$ cat src/shared/amt_pkg.sv
package amt_pkg;
  // register indices; byte address is four times the index
  localparam logic [9:0] IDX_SUMMARY  = 10'h2c0;
  localparam logic [9:0] IDX_STATUS   = 10'h2c1;
  localparam logic [9:0] IDX_MASK     = 10'h2c2;
  localparam logic [9:0] IDX_LANE     = 10'h2c4;
  localparam logic [9:0] IDX_CTRL     = 10'h2c6;
  localparam logic [9:0] IDX_TRIM_AD  = 10'h310;
  localparam logic [9:0] IDX_TRIM_BD  = 10'h313;
  localparam logic [9:0] IDX_TRIM_ASA = 10'h314;
  localparam logic [9:0] IDX_TRIM_BSA = 10'h315;

  // widths
  localparam int ALM_W  = 6;
  localparam int LANE_W = 16;
  localparam int TRIM_W = 8;

  // alarm bit positions, shared by status and mask
  localparam int BIT_FIFO  = 5;
  localparam int BIT_PLL   = 4;
  localparam int BIT_LINK  = 3;
  localparam int BIT_REALN = 2;
  localparam int BIT_NCO   = 1;
  localparam int BIT_CLK   = 0;

  // control register fields
  localparam int CTRL_DUAL   = 0;
  localparam int CTRL_FGCAL  = 1;
  localparam int CTRL_IN_B   = 2;
  localparam int CTRL_PINSEL = 3;
  localparam int CTRL_W      = 4;

  // values after reset
  localparam logic [ALM_W-1:0]  RST_MASK   = 6'h3f;
  localparam logic [ALM_W-1:0]  RST_STATUS = 6'h3f;
  localparam logic [LANE_W-1:0] RST_LANE   = 16'hffff;
  localparam logic [TRIM_W-1:0] RST_TRIM   = 8'h00;
  localparam logic [CTRL_W-1:0] RST_CTRL   = 4'h1;
endpackage : amt_pkg

$ cat src/design/amt_regs.sv
// Decided for this implementation: the APB slave port.
`timescale 1ns/100ps
// Summary of operation
// - six mask bits gate alarms from summary
// - mask resets to 0x3f, bits 7:6 zero
// - lane flag i sets on lane i error
// - writing one clears that lane flag
// - persisting lane error sets flag again
// - one to fifo status bit clears lanes
// - lane flags reset to all ones
// - eight-bit trim shifts core sampling moment
// - trims load factory value, software rewrites
// - core A dual mode uses first trim
// - core B dual with calibration, second trim
// - core A single on input A trim
// - core B single on input A trim
// - summary is one for unmasked set status
// - status resets to ones, one clears
// - summary can drive calibration status pin
module amt_regs (
  // clock and reset
  input  wire logic        pclk,
  input  wire logic        presetn,
  // apb slave
  input  wire logic        psel,
  input  wire logic        penable,
  input  wire logic        pwrite,
  input  wire logic [11:0] paddr,
  input  wire logic [31:0] pwdata,
  output logic      [31:0] prdata,
  output logic             pready,
  output logic             pslverr,
  // alarm sources, same clock
  input  wire logic [5:0]  alarm_event,
  input  wire logic [15:0] lane_fifo_err,
  // factory trim values, same clock
  input  wire logic [7:0]  fuse_trim_a_dual,
  input  wire logic [7:0]  fuse_trim_b_dual,
  input  wire logic [7:0]  fuse_trim_a_single,
  input  wire logic [7:0]  fuse_trim_b_single,
  // applied trims to converter cores
  output logic      [7:0]  core_a_trim,
  output logic             core_a_trim_valid,
  output logic      [7:0]  core_b_trim,
  output logic             core_b_trim_valid,
  // calibration status pin
  input  wire logic        cal_status_in,
  output logic             calibration_status_pin
);

  ////////////////////////////////////////////////////////////////////////
  // state
  logic [amt_pkg::ALM_W-1:0]  alarm_source_mask_q;     // gates summary
  logic [amt_pkg::ALM_W-1:0]  alarm_status_register_q; // sticky alarms
  logic [amt_pkg::LANE_W-1:0] lane_fifo_alarm_flags_q; // sticky lanes
  logic [amt_pkg::CTRL_W-1:0] ctrl_q;                  // mode and pin select
  logic [amt_pkg::TRIM_W-1:0] trim_ad_q;               // core A dual
  logic [amt_pkg::TRIM_W-1:0] trim_bd_q;               // core B dual
  logic [amt_pkg::TRIM_W-1:0] trim_asa_q;              // core A single, in A
  logic [amt_pkg::TRIM_W-1:0] trim_bsa_q;              // core B single, in A
  logic                       fuse_load_q;             // fuse copy pending
  logic                       summary_q;               // summary alarm
  logic [31:0]                prdata_q;
  logic                       pready_q;
  logic                       pslverr_q;
  logic [7:0]                 trim_a_q;
  logic [7:0]                 trim_b_q;
  logic                       trim_a_vld_q;
  logic                       trim_b_vld_q;
  logic                       pin_q;

  // decode
  logic [9:0]                 idx;       // word index
  logic                       hit;       // mapped address
  logic                       wr_en;     // write takes effect now
  logic [amt_pkg::ALM_W-1:0]  status_clr;
  logic [amt_pkg::ALM_W-1:0]  status_set;
  logic [amt_pkg::LANE_W-1:0] lane_clr;
  logic [amt_pkg::ALM_W-1:0]  status_d;
  logic [amt_pkg::LANE_W-1:0] lane_d;
  logic [31:0]                rdata_d;

  assign idx = paddr[11:2];

  ////////////////////////////////////////////////////////////////////////
  // address decode and write strobes
  always_comb begin
    unique case (idx)
      amt_pkg::IDX_SUMMARY, amt_pkg::IDX_STATUS, amt_pkg::IDX_MASK,
      amt_pkg::IDX_LANE, amt_pkg::IDX_CTRL, amt_pkg::IDX_TRIM_AD,
      amt_pkg::IDX_TRIM_BD, amt_pkg::IDX_TRIM_ASA,
      amt_pkg::IDX_TRIM_BSA: hit = (paddr[1:0] == 2'h0);
      default:               hit = 1'b0;
    endcase
  end

  // writes act only at the access edge where pready is sampled high
  assign wr_en = psel & penable & pready_q & pwrite & hit;

  // write-one-to-clear terms
  always_comb begin
    status_clr = '0;
    lane_clr   = '0;
    if (wr_en && idx == amt_pkg::IDX_STATUS) begin
      status_clr = pwdata[amt_pkg::ALM_W-1:0];
      if (pwdata[amt_pkg::BIT_FIFO]) begin
        lane_clr = '1;
      end
    end
    if (wr_en && idx == amt_pkg::IDX_LANE) begin
      lane_clr = lane_clr | pwdata[amt_pkg::LANE_W-1:0];
    end
  end

  // an event in the clearing cycle wins, so no alarm is ever lost
  always_comb begin
    status_set = alarm_event;
    status_set[amt_pkg::BIT_FIFO] = alarm_event[amt_pkg::BIT_FIFO] | (|lane_fifo_err);
    status_d = (alarm_status_register_q & ~status_clr) | status_set;
    lane_d   = (lane_fifo_alarm_flags_q & ~lane_clr) | lane_fifo_err;
  end

  ////////////////////////////////////////////////////////////////////////
  // sticky alarm status
  always_ff @(posedge pclk or negedge presetn) begin
    if (!presetn) begin
      alarm_status_register_q <= amt_pkg::RST_STATUS;
    end else begin
      alarm_status_register_q <= status_d;
    end
  end

  // per-lane fifo flags
  always_ff @(posedge pclk or negedge presetn) begin
    if (!presetn) begin
      lane_fifo_alarm_flags_q <= amt_pkg::RST_LANE;
    end else begin
      lane_fifo_alarm_flags_q <= lane_d;
    end
  end

  // mask register; reserved bits are not stored and read zero
  always_ff @(posedge pclk or negedge presetn) begin
    if (!presetn) begin
      alarm_source_mask_q <= amt_pkg::RST_MASK;
    end else if (wr_en && idx == amt_pkg::IDX_MASK) begin
      alarm_source_mask_q <= pwdata[amt_pkg::ALM_W-1:0];
    end
  end

  // mode and pin-select control
  always_ff @(posedge pclk or negedge presetn) begin
    if (!presetn) begin
      ctrl_q <= amt_pkg::RST_CTRL;
    end else if (wr_en && idx == amt_pkg::IDX_CTRL) begin
      ctrl_q <= pwdata[amt_pkg::CTRL_W-1:0];
    end
  end

  ////////////////////////////////////////////////////////////////////////
  // trims: fuse copy taken one edge after reset release, since an async
  // reset may only load constants
  always_ff @(posedge pclk or negedge presetn) begin
    if (!presetn) begin
      fuse_load_q <= 1'b1;
    end else begin
      fuse_load_q <= 1'b0;
    end
  end

  always_ff @(posedge pclk or negedge presetn) begin
    if (!presetn) begin
      trim_ad_q  <= amt_pkg::RST_TRIM;
      trim_bd_q  <= amt_pkg::RST_TRIM;
      trim_asa_q <= amt_pkg::RST_TRIM;
      trim_bsa_q <= amt_pkg::RST_TRIM;
    end else if (fuse_load_q) begin
      trim_ad_q  <= fuse_trim_a_dual;
      trim_bd_q  <= fuse_trim_b_dual;
      trim_asa_q <= fuse_trim_a_single;
      trim_bsa_q <= fuse_trim_b_single;
    end else if (wr_en) begin
      // software overwrites any factory value
      if (idx == amt_pkg::IDX_TRIM_AD)  trim_ad_q  <= pwdata[7:0];
      if (idx == amt_pkg::IDX_TRIM_BD)  trim_bd_q  <= pwdata[7:0];
      if (idx == amt_pkg::IDX_TRIM_ASA) trim_asa_q <= pwdata[7:0];
      if (idx == amt_pkg::IDX_TRIM_BSA) trim_bsa_q <= pwdata[7:0];
    end
  end

  // trim routing by mode; single mode on input B is served elsewhere,
  // so valid drops and the core keeps its own setting
  always_ff @(posedge pclk or negedge presetn) begin
    if (!presetn) begin
      trim_a_q     <= amt_pkg::RST_TRIM;
      trim_b_q     <= amt_pkg::RST_TRIM;
      trim_a_vld_q <= 1'b0;
      trim_b_vld_q <= 1'b0;
    end else if (ctrl_q[amt_pkg::CTRL_DUAL]) begin
      trim_a_q     <= trim_ad_q;
      trim_a_vld_q <= 1'b1;
      trim_b_q     <= trim_bd_q;
      trim_b_vld_q <= ctrl_q[amt_pkg::CTRL_FGCAL];
    end else begin
      trim_a_q     <= trim_asa_q;
      trim_b_q     <= trim_bsa_q;
      trim_a_vld_q <= ~ctrl_q[amt_pkg::CTRL_IN_B];
      trim_b_vld_q <= ~ctrl_q[amt_pkg::CTRL_IN_B];
    end
  end

  ////////////////////////////////////////////////////////////////////////
  // summary alarm and its pin
  always_ff @(posedge pclk or negedge presetn) begin
    if (!presetn) begin
      summary_q <= 1'b0;
      pin_q     <= 1'b0;
    end else begin
      summary_q <= |(alarm_status_register_q & ~alarm_source_mask_q);
      pin_q     <= ctrl_q[amt_pkg::CTRL_PINSEL] ? summary_q : cal_status_in;
    end
  end

  ////////////////////////////////////////////////////////////////////////
  // read mux
  always_comb begin
    rdata_d = 32'h0000_0000;
    unique case (idx)
      amt_pkg::IDX_SUMMARY:  rdata_d[0]   = summary_q;
      amt_pkg::IDX_STATUS:   rdata_d[5:0] = alarm_status_register_q;
      amt_pkg::IDX_MASK:     rdata_d[5:0] = alarm_source_mask_q;
      amt_pkg::IDX_LANE:     rdata_d[15:0] = lane_fifo_alarm_flags_q;
      amt_pkg::IDX_CTRL:     rdata_d[3:0] = ctrl_q;
      amt_pkg::IDX_TRIM_AD:  rdata_d[7:0] = trim_ad_q;
      amt_pkg::IDX_TRIM_BD:  rdata_d[7:0] = trim_bd_q;
      amt_pkg::IDX_TRIM_ASA: rdata_d[7:0] = trim_asa_q;
      amt_pkg::IDX_TRIM_BSA: rdata_d[7:0] = trim_bsa_q;
      default:               rdata_d = 32'h0000_0000;
    endcase
  end

  // one wait-free access phase: answer is prepared in the setup cycle
  always_ff @(posedge pclk or negedge presetn) begin
    if (!presetn) begin
      pready_q  <= 1'b0;
      pslverr_q <= 1'b0;
      prdata_q  <= 32'h0000_0000;
    end else begin
      pready_q  <= psel & ~penable;
      pslverr_q <= psel & ~penable & ~hit;
      if (psel && !penable) begin
        prdata_q <= (!pwrite && hit) ? rdata_d : 32'h0000_0000;
      end
    end
  end

  assign prdata                 = prdata_q;
  assign pready                 = pready_q;
  assign pslverr                = pslverr_q;
  assign core_a_trim            = trim_a_q;
  assign core_a_trim_valid      = trim_a_vld_q;
  assign core_b_trim            = trim_b_q;
  assign core_b_trim_valid      = trim_b_vld_q;
  assign calibration_status_pin = pin_q;
endmodule // amt_regs

$ cat config.mk
export PLATFORM = sky130hd
export DESIGN_NAME = amt_regs
export DESIGN_NICKNAME = d
export VERILOG_FILES = /design/src/shared/amt_pkg.sv /design/src/design/amt_regs.sv
export SDC_FILE = /design/constraint.sdc
export NUM_CORES = 1
export LEC_CHECK = 0
export ABC_AREA = 0
export BUFFER_PORTS_ARGS = -buffer_cell sky130_fd_sc_hd__clkbuf_2
export CORE_MARGIN = 1.5
export CORE_UTILIZATION = 57
export CTS_BUF_LIST = sky130_fd_sc_hd__clkbuf_8
export CTS_CLUSTER_SIZE = 8
export DETAILED_ROUTE_END_ITERATION = 10
export GPL_ROUTABILITY_DRIVEN = 0
export MAX_ROUTING_LAYER = met4
export PLACE_DENSITY = 0.95
export RECOVER_POWER = 100
export SETUP_SLACK_MARGIN = 0.05
export SYNTH_ARGS = -nofsm -noshare
export SYNTH_HDL_FRONTEND = slang
export SYNTH_SLANG_ARGS = --single-unit
$ cat constraint.sdc
create_clock -name pclk -period 5.4 [get_ports pclk]
set_clock_uncertainty 0.05 [all_clocks]
set_input_delay 0 -clock pclk [delete_from_list [all_inputs] [get_ports pclk]]
set_output_delay 0 -clock pclk [all_outputs]
set_load 0.1 [all_outputs]
# [Word level (Yosys, flattened, before mapping)]
# Index checks and enable logic that the tools add are counted.
[op_classes] eq_ne=9 mux=28 n_bitwise=19 reduce_logical=21
[ops] op="$mux 8" count=15
[ops] op="$eq 10x10->1 const B" count=9
[ops] op="$mux 16" count=4
[ops] op="$or 16x16->16" count=2
[ops] op="$pmux 3 s8" count=1
[ops] op="$and 16x16->16" count=1
[ops] op="$not 16->16" count=1
[ops] op="$reduce_or 16->1" count=1
[ops] op="$pmux 2 s7" count=1
[ops] op="$and 6x6->6" count=2
[ops] op="$not 6->6" count=2
[ops] op="$pmux 2 s5" count=1
[ops] op="$reduce_bool 2->1" count=5
[ops] op="$pmux 1 s9" count=1
[ops] op="$reduce_or 9->1" count=1
[ops] op="$reduce_and 2->1" count=4
[ops] op="$and 1x1->1" count=6
[ops] op="$logic_and 1x1->1" count=6
[ops] op="$mux 6" count=1
[ops] op="$or 6x6->6" count=1
[ops] op="$reduce_or 6->1" count=1
[ops] op="$mux 1" count=4
[ops] op="$not 1->1" count=3
[ops] op="$logic_not 1->1" count=2
[ops] op="2 further kinds" count=2
[word_totals] regBits=119 in_bits=104 out_inout_bits=53 elab_cells=95

# [Depth between registers and ports, before layout]
# Gate-level depths: netlist (run 1).
[logic_depth] depth_word=11 depth_mapped=8 depth_no_buf=5

# [Worst setup path before layout (run 1)]
# OpenSTA, ideal clock, no wires.
[synth_timing] kind="reg2reg" from="register pready_q (netlist: pready)" to="register trim_ad_q[0] (netlist name)" arrival_ns=2.400 required_ns=5.220 path_slack_ns=2.819 stages_incl_launch_ff=7 n_path_buf=1 cell_sequence="dfrtp_1 -> nand4_1 -> nor4_2 -> or4b_4 -> buf_6 -> mux2i_1 -> o21ai_1"
[synth_between] elab_chain_cells=5
[synth_rtl] element="from (decl)" line="amt_regs.sv:64" source="logic pready_q;"
[synth_rtl] element="from (signal assigned)" line="amt_regs.sv:249" source="pready_q <= psel & ~penable;"
[synth_rtl] element="$and 1x1->1 (3 in series)" line="amt_regs.sv:98" source="assign wr_en = psel & penable & pready_q & pwrite & hit;"
[synth_rtl] element="$reduce_bool 2->1 (no line)"
[synth_rtl] element="$reduce_and 2->1 (no line)"
[synth_rtl] element="to (signal assigned)" line="amt_regs.sv:173" source="trim_ad_q <= amt_pkg::RST_TRIM;"
[synth_rtl] element="to (signal assigned)" line="amt_regs.sv:178" source="trim_ad_q <= fuse_trim_a_dual;"
[synth_rtl] element="to (signal assigned)" line="amt_regs.sv:184" source="if (idx == amt_pkg::IDX_TRIM_AD) trim_ad_q <= pwdata[7:0];"
[synth_rtl] element="to (decl)" line="amt_regs.sv:57" source="logic [amt_pkg::TRIM_W-1:0] trim_ad_q;"
# No other way between the ends.
# A chain may end at the register's enable or synchronous reset.

# [Worst setup path in the final report (run 1)]
[layout_timing] from="input port paddr[2]" to="register lane_fifo_alarm_flags_q[9] (netlist name)"
[layout_between] elab_chain_cells=11
[layout_rtl] element="from (decl)" line="amt_regs.sv:28" source="input wire logic [11:0] paddr,"
[layout_rtl] element="$eq 10x10->1, on equally long branches" line="amt_regs.sv:88, amt_regs.sv:104, amt_regs.sv:110"
[layout_rtl] element="$reduce_or 9->1" line="amt_regs.sv:88" source="unique case (idx)"
[layout_rtl] element="$mux 1" line="amt_regs.sv:88"
[layout_rtl] element="$and 1x1->1" line="amt_regs.sv:98"
[layout_rtl] element="$logic_and 1x1->1" line="amt_regs.sv:104" source="if (wr_en && idx == amt_pkg::IDX_STATUS) begin"
[layout_rtl] element="$mux 16" line="amt_regs.sv:104"
[layout_rtl] element="$or 16x16->16" line="amt_regs.sv:111" source="lane_clr = lane_clr | pwdata[amt_pkg::LANE_W-1:0];"
[layout_rtl] element="$mux 16 (*)" line="amt_regs.sv:110" source="if (wr_en && idx == amt_pkg::IDX_LANE) begin"
[layout_rtl] element="$not 16->16 (*)" line="amt_regs.sv:120" source="lane_d = (lane_fifo_alarm_flags_q & ~lane_clr) | lane_fifo_err;"
[layout_rtl] element="$and 16x16->16 (*)" line="amt_regs.sv:120"
[layout_rtl] element="$or 16x16->16 (*)" line="amt_regs.sv:120"
[layout_rtl] element="net lane_d, one bit" line="amt_regs.sv:80" source="logic [amt_pkg::LANE_W-1:0] lane_d;"
[layout_rtl] element="to (signal assigned)" line="amt_regs.sv:136" source="lane_fifo_alarm_flags_q <= amt_pkg::RST_LANE;"
[layout_rtl] element="to (signal assigned)" line="amt_regs.sv:138" source="lane_fifo_alarm_flags_q <= lane_d;"
[layout_rtl] element="to (decl)" line="amt_regs.sv:55" source="logic [amt_pkg::LANE_W-1:0] lane_fifo_alarm_flags_q;"
# Mark *: on every way through the listed nets, which the timed path passes. The rest lies on a longest branch.

==> impl_metrics.env, run 1 <==
export IMPL_status="finished, violations left"
export IMPL_violations="capacitance limit, slew limit"
export IMPL_setup_viol=0
export IMPL_n_antenna_cell=0
export IMPL_cts_buffers=9
export IMPL_ios=157
export IMPL_chipHeight_um=97.0
export IMPL_fin_nets=762
export IMPL_worst_setup_path_type="in -> reg"
export IMPL_synthArstFlopShare_pct=100
export IMPL_crit_fanout=23
export IMPL_syn_area_per_cell_um2=10.8
export IMPL_grt_pass1_vias=5042
export IMPL_period_minus_slack_ps=4360
export IMPL_drtIter0Drc=673
export IMPL_numPortBuffers=124
export IMPL_synth_edf_count=0
export IMPL_drv_cap=4
export IMPL_vias_per_cell=6.37
export IMPL_syn_inst=465
export IMPL_ys_top_cells_by_area="dfrtp_1 36%, dfstp_2 16%, mux2i_1 7.9%"
export IMPL_synthFlopType="dfrtp_1"
export IMPL_grt_first_pass_wirelength_um=26600
export IMPL_firstDrtPassIters=6
export IMPL_yosysTopAreaCell="dfrtp_1"
export IMPL_cts_root_buf="clkbuf_8"
export IMPL_clk_path_buf_depth=2
export IMPL_die_width_um=97.0
export IMPL_postCtsResizedCells=0
export IMPL_max_freq_ghz=0.229
export IMPL_num_vias=4908
export IMPL_drive_gt1_share_pct=25.5
export IMPL_cts_tree="built"
export IMPL_cellPowerDensity_mw_per_mm2=263
export IMPL_dp_cells=669
export IMPL_ir_drop_mv=0.210
export IMPL_hp_class="in -> reg"
export IMPL_worst_hold_slack_ps=25.7
export IMPL_worstPathRequired_ps=5640
export IMPL_cts_sinks=103
export IMPL_clk_pin_slew_worst_paths_ps=100
export IMPL_worst_skew_pair_late_latency_ps=390
export IMPL_fillers=552
export IMPL_fin_crit_sh_pct=80.8
export IMPL_worstPathArrival_ps=4610
export IMPL_place_hpwl_um=9480
export IMPL_grt_total_usage_pct=37.7
export IMPL_wirelength_um=17000
export IMPL_slew_viol_final=117
export IMPL_start_util_pct=58.3
export IMPL_end_kind="register"
export IMPL_num_rows=34
export IMPL_synth_top_area_share_pct=36.3
export IMPL_static_leakage_power_nw=2.95
export IMPL_wl_per_cell_um=22.0
export IMPL_grt_max_degree=65
export IMPL_slew_headroom_pct=-69.1
export IMPL_dieArea_mm2=0.00941
export IMPL_r2r_setup_slack_ps=1370
export IMPL_drc=0
export IMPL_htreeDepth=3
export IMPL_final_common_cell="dlygate4sd3_1"
export IMPL_layout_common_cells="86 x dlygate4sd3_1, 84 x clkbuf_2, 75 x nand2_1"
export IMPL_syn_area_mm2=0.00504
export IMPL_critPathLaunchType="primary input"
export IMPL_area_growth_pct=31.6
export IMPL_detail_route_antenna_nets=0
export IMPL_final_cells=771
export IMPL_ys_warn_count=0
export IMPL_synthDistinctLibCells=53
export IMPL_seq_area_frac_synth_pct=51.9
export IMPL_hold_viol=0
export IMPL_core_area_mm2=0.00864
export IMPL_worstMarginPinSlew_ps=2540
export IMPL_grt_ovfl_total=0
export IMPL_ys_ff_latch=103
export IMPL_rsz0062_at_grt="false"
export IMPL_antenna_found_initial=0
export IMPL_finalSetupTns_ps=0
-- path summary, 6_finish.rpt --
path	startpoint	end	cells after the start
worst max-delay path	paddr[2]	lane_fifo_alarm_flags_q[9]	7
worst min-delay path	pwdata[2]	alarm_status_register_q[2]	3
worst max register to register	pready	lane_fifo_alarm_flags_q[9]	5
worst min register to register	prdata[12]	prdata[12]	1
max in group asynchronous	presetn	core_b_trim[2]	3
min in group asynchronous	presetn	prdata[8]	2
-- repair_timing --
item	in CTS	in global routing
hold endpoints to repair	106	0
setup buffers	0	0
hold buffers	86	0
-- power by group --
part / leakage [nW] / switching [W] / internal [W]
clock: 0.117 / 0.000302 / 0.000271
sequential: 1.23 / 0.0000293 / 0.000806
combinational: 1.60 / 0.000236 / 0.0000985
total: 2.95 / 0.000567 / 0.00118
-- metal layers --
metal	global-route usage, %	share of wire, %
met5	-	0
met2	62.1	50
met3	9.47	9.7
met4	21.4	6.5
met1	41.8	33
-- logic make-up (layout without fill, tap and decap cells) --
group                  count (synthesis)  after routing  synth area share (%)
AO/OA/AOI/OAI                        106            106                  14.8
buffers and inverters                 52            234                  5.54
flip-flops                           103            103                  51.9
multiplexers                          69             69                  14.7
other                                  1             17                0.0744
AND/OR/NAND/NOR                      134            134                  13.0
-- registers in the layout, indices dropped and copies added (netlist names), 4 cells and up --
signal / flops
lane_fifo_alarm_flags_q: 16
alarm_source_mask_q: 6
trim_asa_q: 8
core_a_trim: 8
prdata: 16
alarm_status_register_q: 6
ctrl_q: 4
trim_bsa_q: 8
trim_bd_q: 8
trim_ad_q: 8
core_b_trim: 8
-- worst max-delay path, cell delays in order --
cell	delay [ps]
clkbuf_1	410
or3b_1	630
nor4_1	1670
and2_0	850
nand2_1	140
a31o_2	270
dlygate4sd3_1	630
-- through the flow --
stage	cell area, µm²	utilization [%]	setup slack, ps	power [W]
6_report	6630	76.8	1040	0.00174
5_1_grt	6630	76.8	993	0.00179
4_1_cts	6700	77.6	2220	0.00173
3_5_place_dp	5610	65.0	2440	0.00113
3_3_place_gp	5610	65.0	2540	0.00112
2_1_floorplan	5100	-	2820	0.00105
-- synthesized netlist by cell type, types with 2 or more instances --
master,number
o221ai_1,2
buf_4,17
nor3b_1,2
a22oi_1,7
a221oi_1,4
o21ai_1,8
dfstp_2,30
or3_1,3
dfrtp_1,73
nand4bb_1,2
a22o_1,5
a222oi_1,2
nor4_1,8
nor4_2,2
and3_1,2
nor2_1,7
a31o_2,16
a21o_1,5
buf_2,4
nand2_1,75
clkbuf_1,20
nor3_1,9
mux2_2,28
o21a_1,3
a21oi_1,3
nor2b_1,4
nand2b_1,4
and2_1,2
mux2i_1,40
o21ai_0,33
nand4_1,3
buf_1,2
buf_6,2
a32o_1,8
a211oi_1,2
nand3_1,5
inv_1,7
-- final cells by class --
cell class                 instances  area [µm²]  share of cell area, %
inverter                           7        26.3                  0.396
clock inverter                     7         106                   1.60
clock buffer                       9         124                   1.87
timing repair buffer             211        1440                   21.6
multi-input combinational        326        2190                   33.0
sequential                       103        2620                   39.4
tap                              108         135                   2.04
Power figures use the tool's default switching activity.
==> inputs of run 2 (changes only) <==
--- a/config.mk
+++ b/config.mk
@@ -8,13 +8,13 @@
 export ABC_AREA = 0
 export BUFFER_PORTS_ARGS = -buffer_cell sky130_fd_sc_hd__clkbuf_2
 export CORE_MARGIN = 1.5
-export CORE_UTILIZATION = 57
+export CORE_UTILIZATION = 48
 export CTS_BUF_LIST = sky130_fd_sc_hd__clkbuf_8
 export CTS_CLUSTER_SIZE = 8
 export DETAILED_ROUTE_END_ITERATION = 10
 export GPL_ROUTABILITY_DRIVEN = 0
 export MAX_ROUTING_LAYER = met4
-export PLACE_DENSITY = 0.95
+export PLACE_DENSITY = 0.89
 export RECOVER_POWER = 100
 export SETUP_SLACK_MARGIN = 0.05
 export SYNTH_ARGS = -nofsm -noshare
==> constraint.sdc (replaced) <==
create_clock -name pclk -period 4 [get_ports pclk]
set_clock_uncertainty 0.05 [all_clocks]
set_input_delay 0 -clock pclk [delete_from_list [all_inputs] [get_ports pclk]]
set_output_delay 0 -clock pclk [all_outputs]
set_load 0.1 [all_outputs]
==> run 2 against run 1 <==
The flow now finishes without violations. Worst setup slack worse by 80 ps. Power is 30% higher. Sequential cell count stayed put. Combinational power is 31% higher. Non-clock buffer count is 2 lower. Sequential power is 35% higher. Wire length is 8.9% lower. Utilization is 12 points lower. Count of clock-buffer cells in the layout is 1 higher. Sequential share of layout area hardly changed. Hold slack worse by 25 ps. Via count is 5.7% lower. Critical path type unchanged.
==> impl_metrics.env, run 2 (synthesis results as in run 1) <==
export IMPL_status="finished clean"
export IMPL_end_kind="register"
export IMPL_ctsHoldBuffers=81
export IMPL_clk_path_buf_depth=2
export IMPL_numPortBuffers=124
export IMPL_hold_viol=0
export IMPL_area_growth_pct=31.5
export IMPL_finalSetupTns_ps=0
export IMPL_cp_buffers_inverters=2
export IMPL_worstPathArrival_ps=3270
export IMPL_layout_common_cells="83 x clkbuf_2, 81 x dlygate4sd3_1, 75 x nand2_1"
export IMPL_worst_hold_slack_ps=0.974
export IMPL_worst_setup_path_type="in -> reg"
export IMPL_grt_ovfl_total=0
export IMPL_fillers=777
export IMPL_ios=157
export IMPL_start_util_pct=49.2
export IMPL_slowest_delay_ps=800
export IMPL_firstDrtPassIters=5
export IMPL_worst_skew_pair_late_latency_ps=390
export IMPL_cts_buffers=9
export IMPL_fin_nets=760
export IMPL_grt_total_usage_pct=29.1
export IMPL_critPathSlowestCell="and2_0"
export IMPL_period_minus_slack_ps=3040
export IMPL_num_rows=37
export IMPL_hp_class="in -> reg"
export IMPL_cts_root_buf="clkbuf_8"
export IMPL_worstMarginPinSlew_ps=1240
export IMPL_ir_drop_mv=0.190
export IMPL_die_width_um=105
export IMPL_crit_fanout=19
export IMPL_grt_max_degree=65
export IMPL_dieArea_mm2=0.0111
export IMPL_detail_route_antenna_nets=0
export IMPL_setup_viol=0
export IMPL_drc=0
export IMPL_grt_pass1_vias=4723
export IMPL_rsz0062_at_grt="false"
export IMPL_place_hpwl_um=9760
export IMPL_cts_sinks=103
export IMPL_chipHeight_um=105
export IMPL_clk_pin_slew_worst_paths_ps=100
export IMPL_cts_tree="built"
export IMPL_static_leakage_power_nw=2.92
export IMPL_drv_cap=0
export IMPL_slew_headroom_pct=17.5
export IMPL_vias_per_cell=5.80
export IMPL_drive_gt1_share_pct=26.6
export IMPL_cellPowerDensity_mw_per_mm2=341
export IMPL_htreeDepth=3
export IMPL_grt_first_pass_wirelength_um=24200
export IMPL_fin_crit_sh_pct=76.1
export IMPL_drtIter0Drc=506
export IMPL_slew_viol_final=0
export IMPL_num_vias=4629
export IMPL_worstPathRequired_ps=4220
export IMPL_wl_per_cell_um=19.4
export IMPL_antenna_found_initial=1
export IMPL_max_freq_ghz=0.328
export IMPL_finalPower_w=0.00226
export IMPL_wirelength_um=15500
export IMPL_core_area_mm2=0.0102
export IMPL_post_cts_buffers=0
export IMPL_cp_cell_sequence="clkbuf_2 > or3b_1 > nor4_1 > and2_0 > mux2i_1 > o21ai_0 > dlygate4sd3_1"
export IMPL_final_common_cell="clkbuf_2"
export IMPL_critPathLaunchType="primary input"
export IMPL_postCtsResizedCells=0
export IMPL_critical_path_top_delay_family="simple AND/OR/NAND/NOR gates"
[run 2: cell types whose count changed in the layout (fill, tap and decap cells not counted), sizes merged]
cell and change:
dlygate4sd3 -5, buf +4, clkinvlp +2, inv -2, bufinv -1, diode +1
[run 2: worst min-delay path, cell delays in order]
cell	delay [ps]
clkbuf_2	140
mux2i_1	100
o21ai_0	160
[run 2: layer usage]
metal / wire [µm] / vias to the layer above / share of wire [%] / track usage, %
met5: 0 / - / 0 / -
met1: 5970 / 2186 / 39 / 34.9
met2: 7410 / 325 / 48 / 46.4
li1: - / 2034 / - / -
met3: 1340 / 84 / 8.6 / 4.89
met4: 765 / 0 / 4.9 / 17.1
[run 2: path summary, 6_finish.rpt]
check	startpoint	to	slack, ps	depth (start not counted)
setup / recovery	paddr[4]	trim_asa_q[7]	960	7
hold / removal	pwdata[6]	trim_asa_q[6]	1	3
setup reg to reg	pready	trim_asa_q[7]	1020	7
hold reg to reg	prdata[7]	prdata[7]	450	2
max in group asynchronous	presetn	prdata[6]	2680	3
min in group asynchronous	presetn	prdata[12]	120	2
[run 2: where the power goes]
group          switching [W]  internal [W]  total (W)
clock               0.000382      0.000311   0.000693
combinational       0.000311      0.000128   0.000439
sequential         0.0000383       0.00109    0.00113
total               0.000730       0.00153    0.00226
[run 2: cell type report]
cell class              count  area (µm²)  share of cell area [%]
flip-flops and latches    103        2620                    39.5
multi-input cells         326        2190                    33.1
repair buffers            209        1410                    21.3
well taps                 136         170                    2.57
clock buffers              10         138                    2.08
clock inverters             6        68.8                    1.04
inverters                   7        26.3                   0.397
diodes                      1        2.50                  0.0378
[run 2: metrics by stage]
| step | utilization, % | area, µm² | worst slack, ps | std cells |
|---|---|---|---|---|
| floorplan | - | 5100 | 1420 | 481 |
| global placement | 55.4 | 5670 | 1540 | 700 |
| detailed placement | 55.4 | 5670 | 1390 | 700 |
| CTS | 65.4 | 6690 | 1250 | 797 |
| global route | 64.8 | 6630 | 801 | 798 |
| finish | 64.8 | 6630 | 956 | 798 |
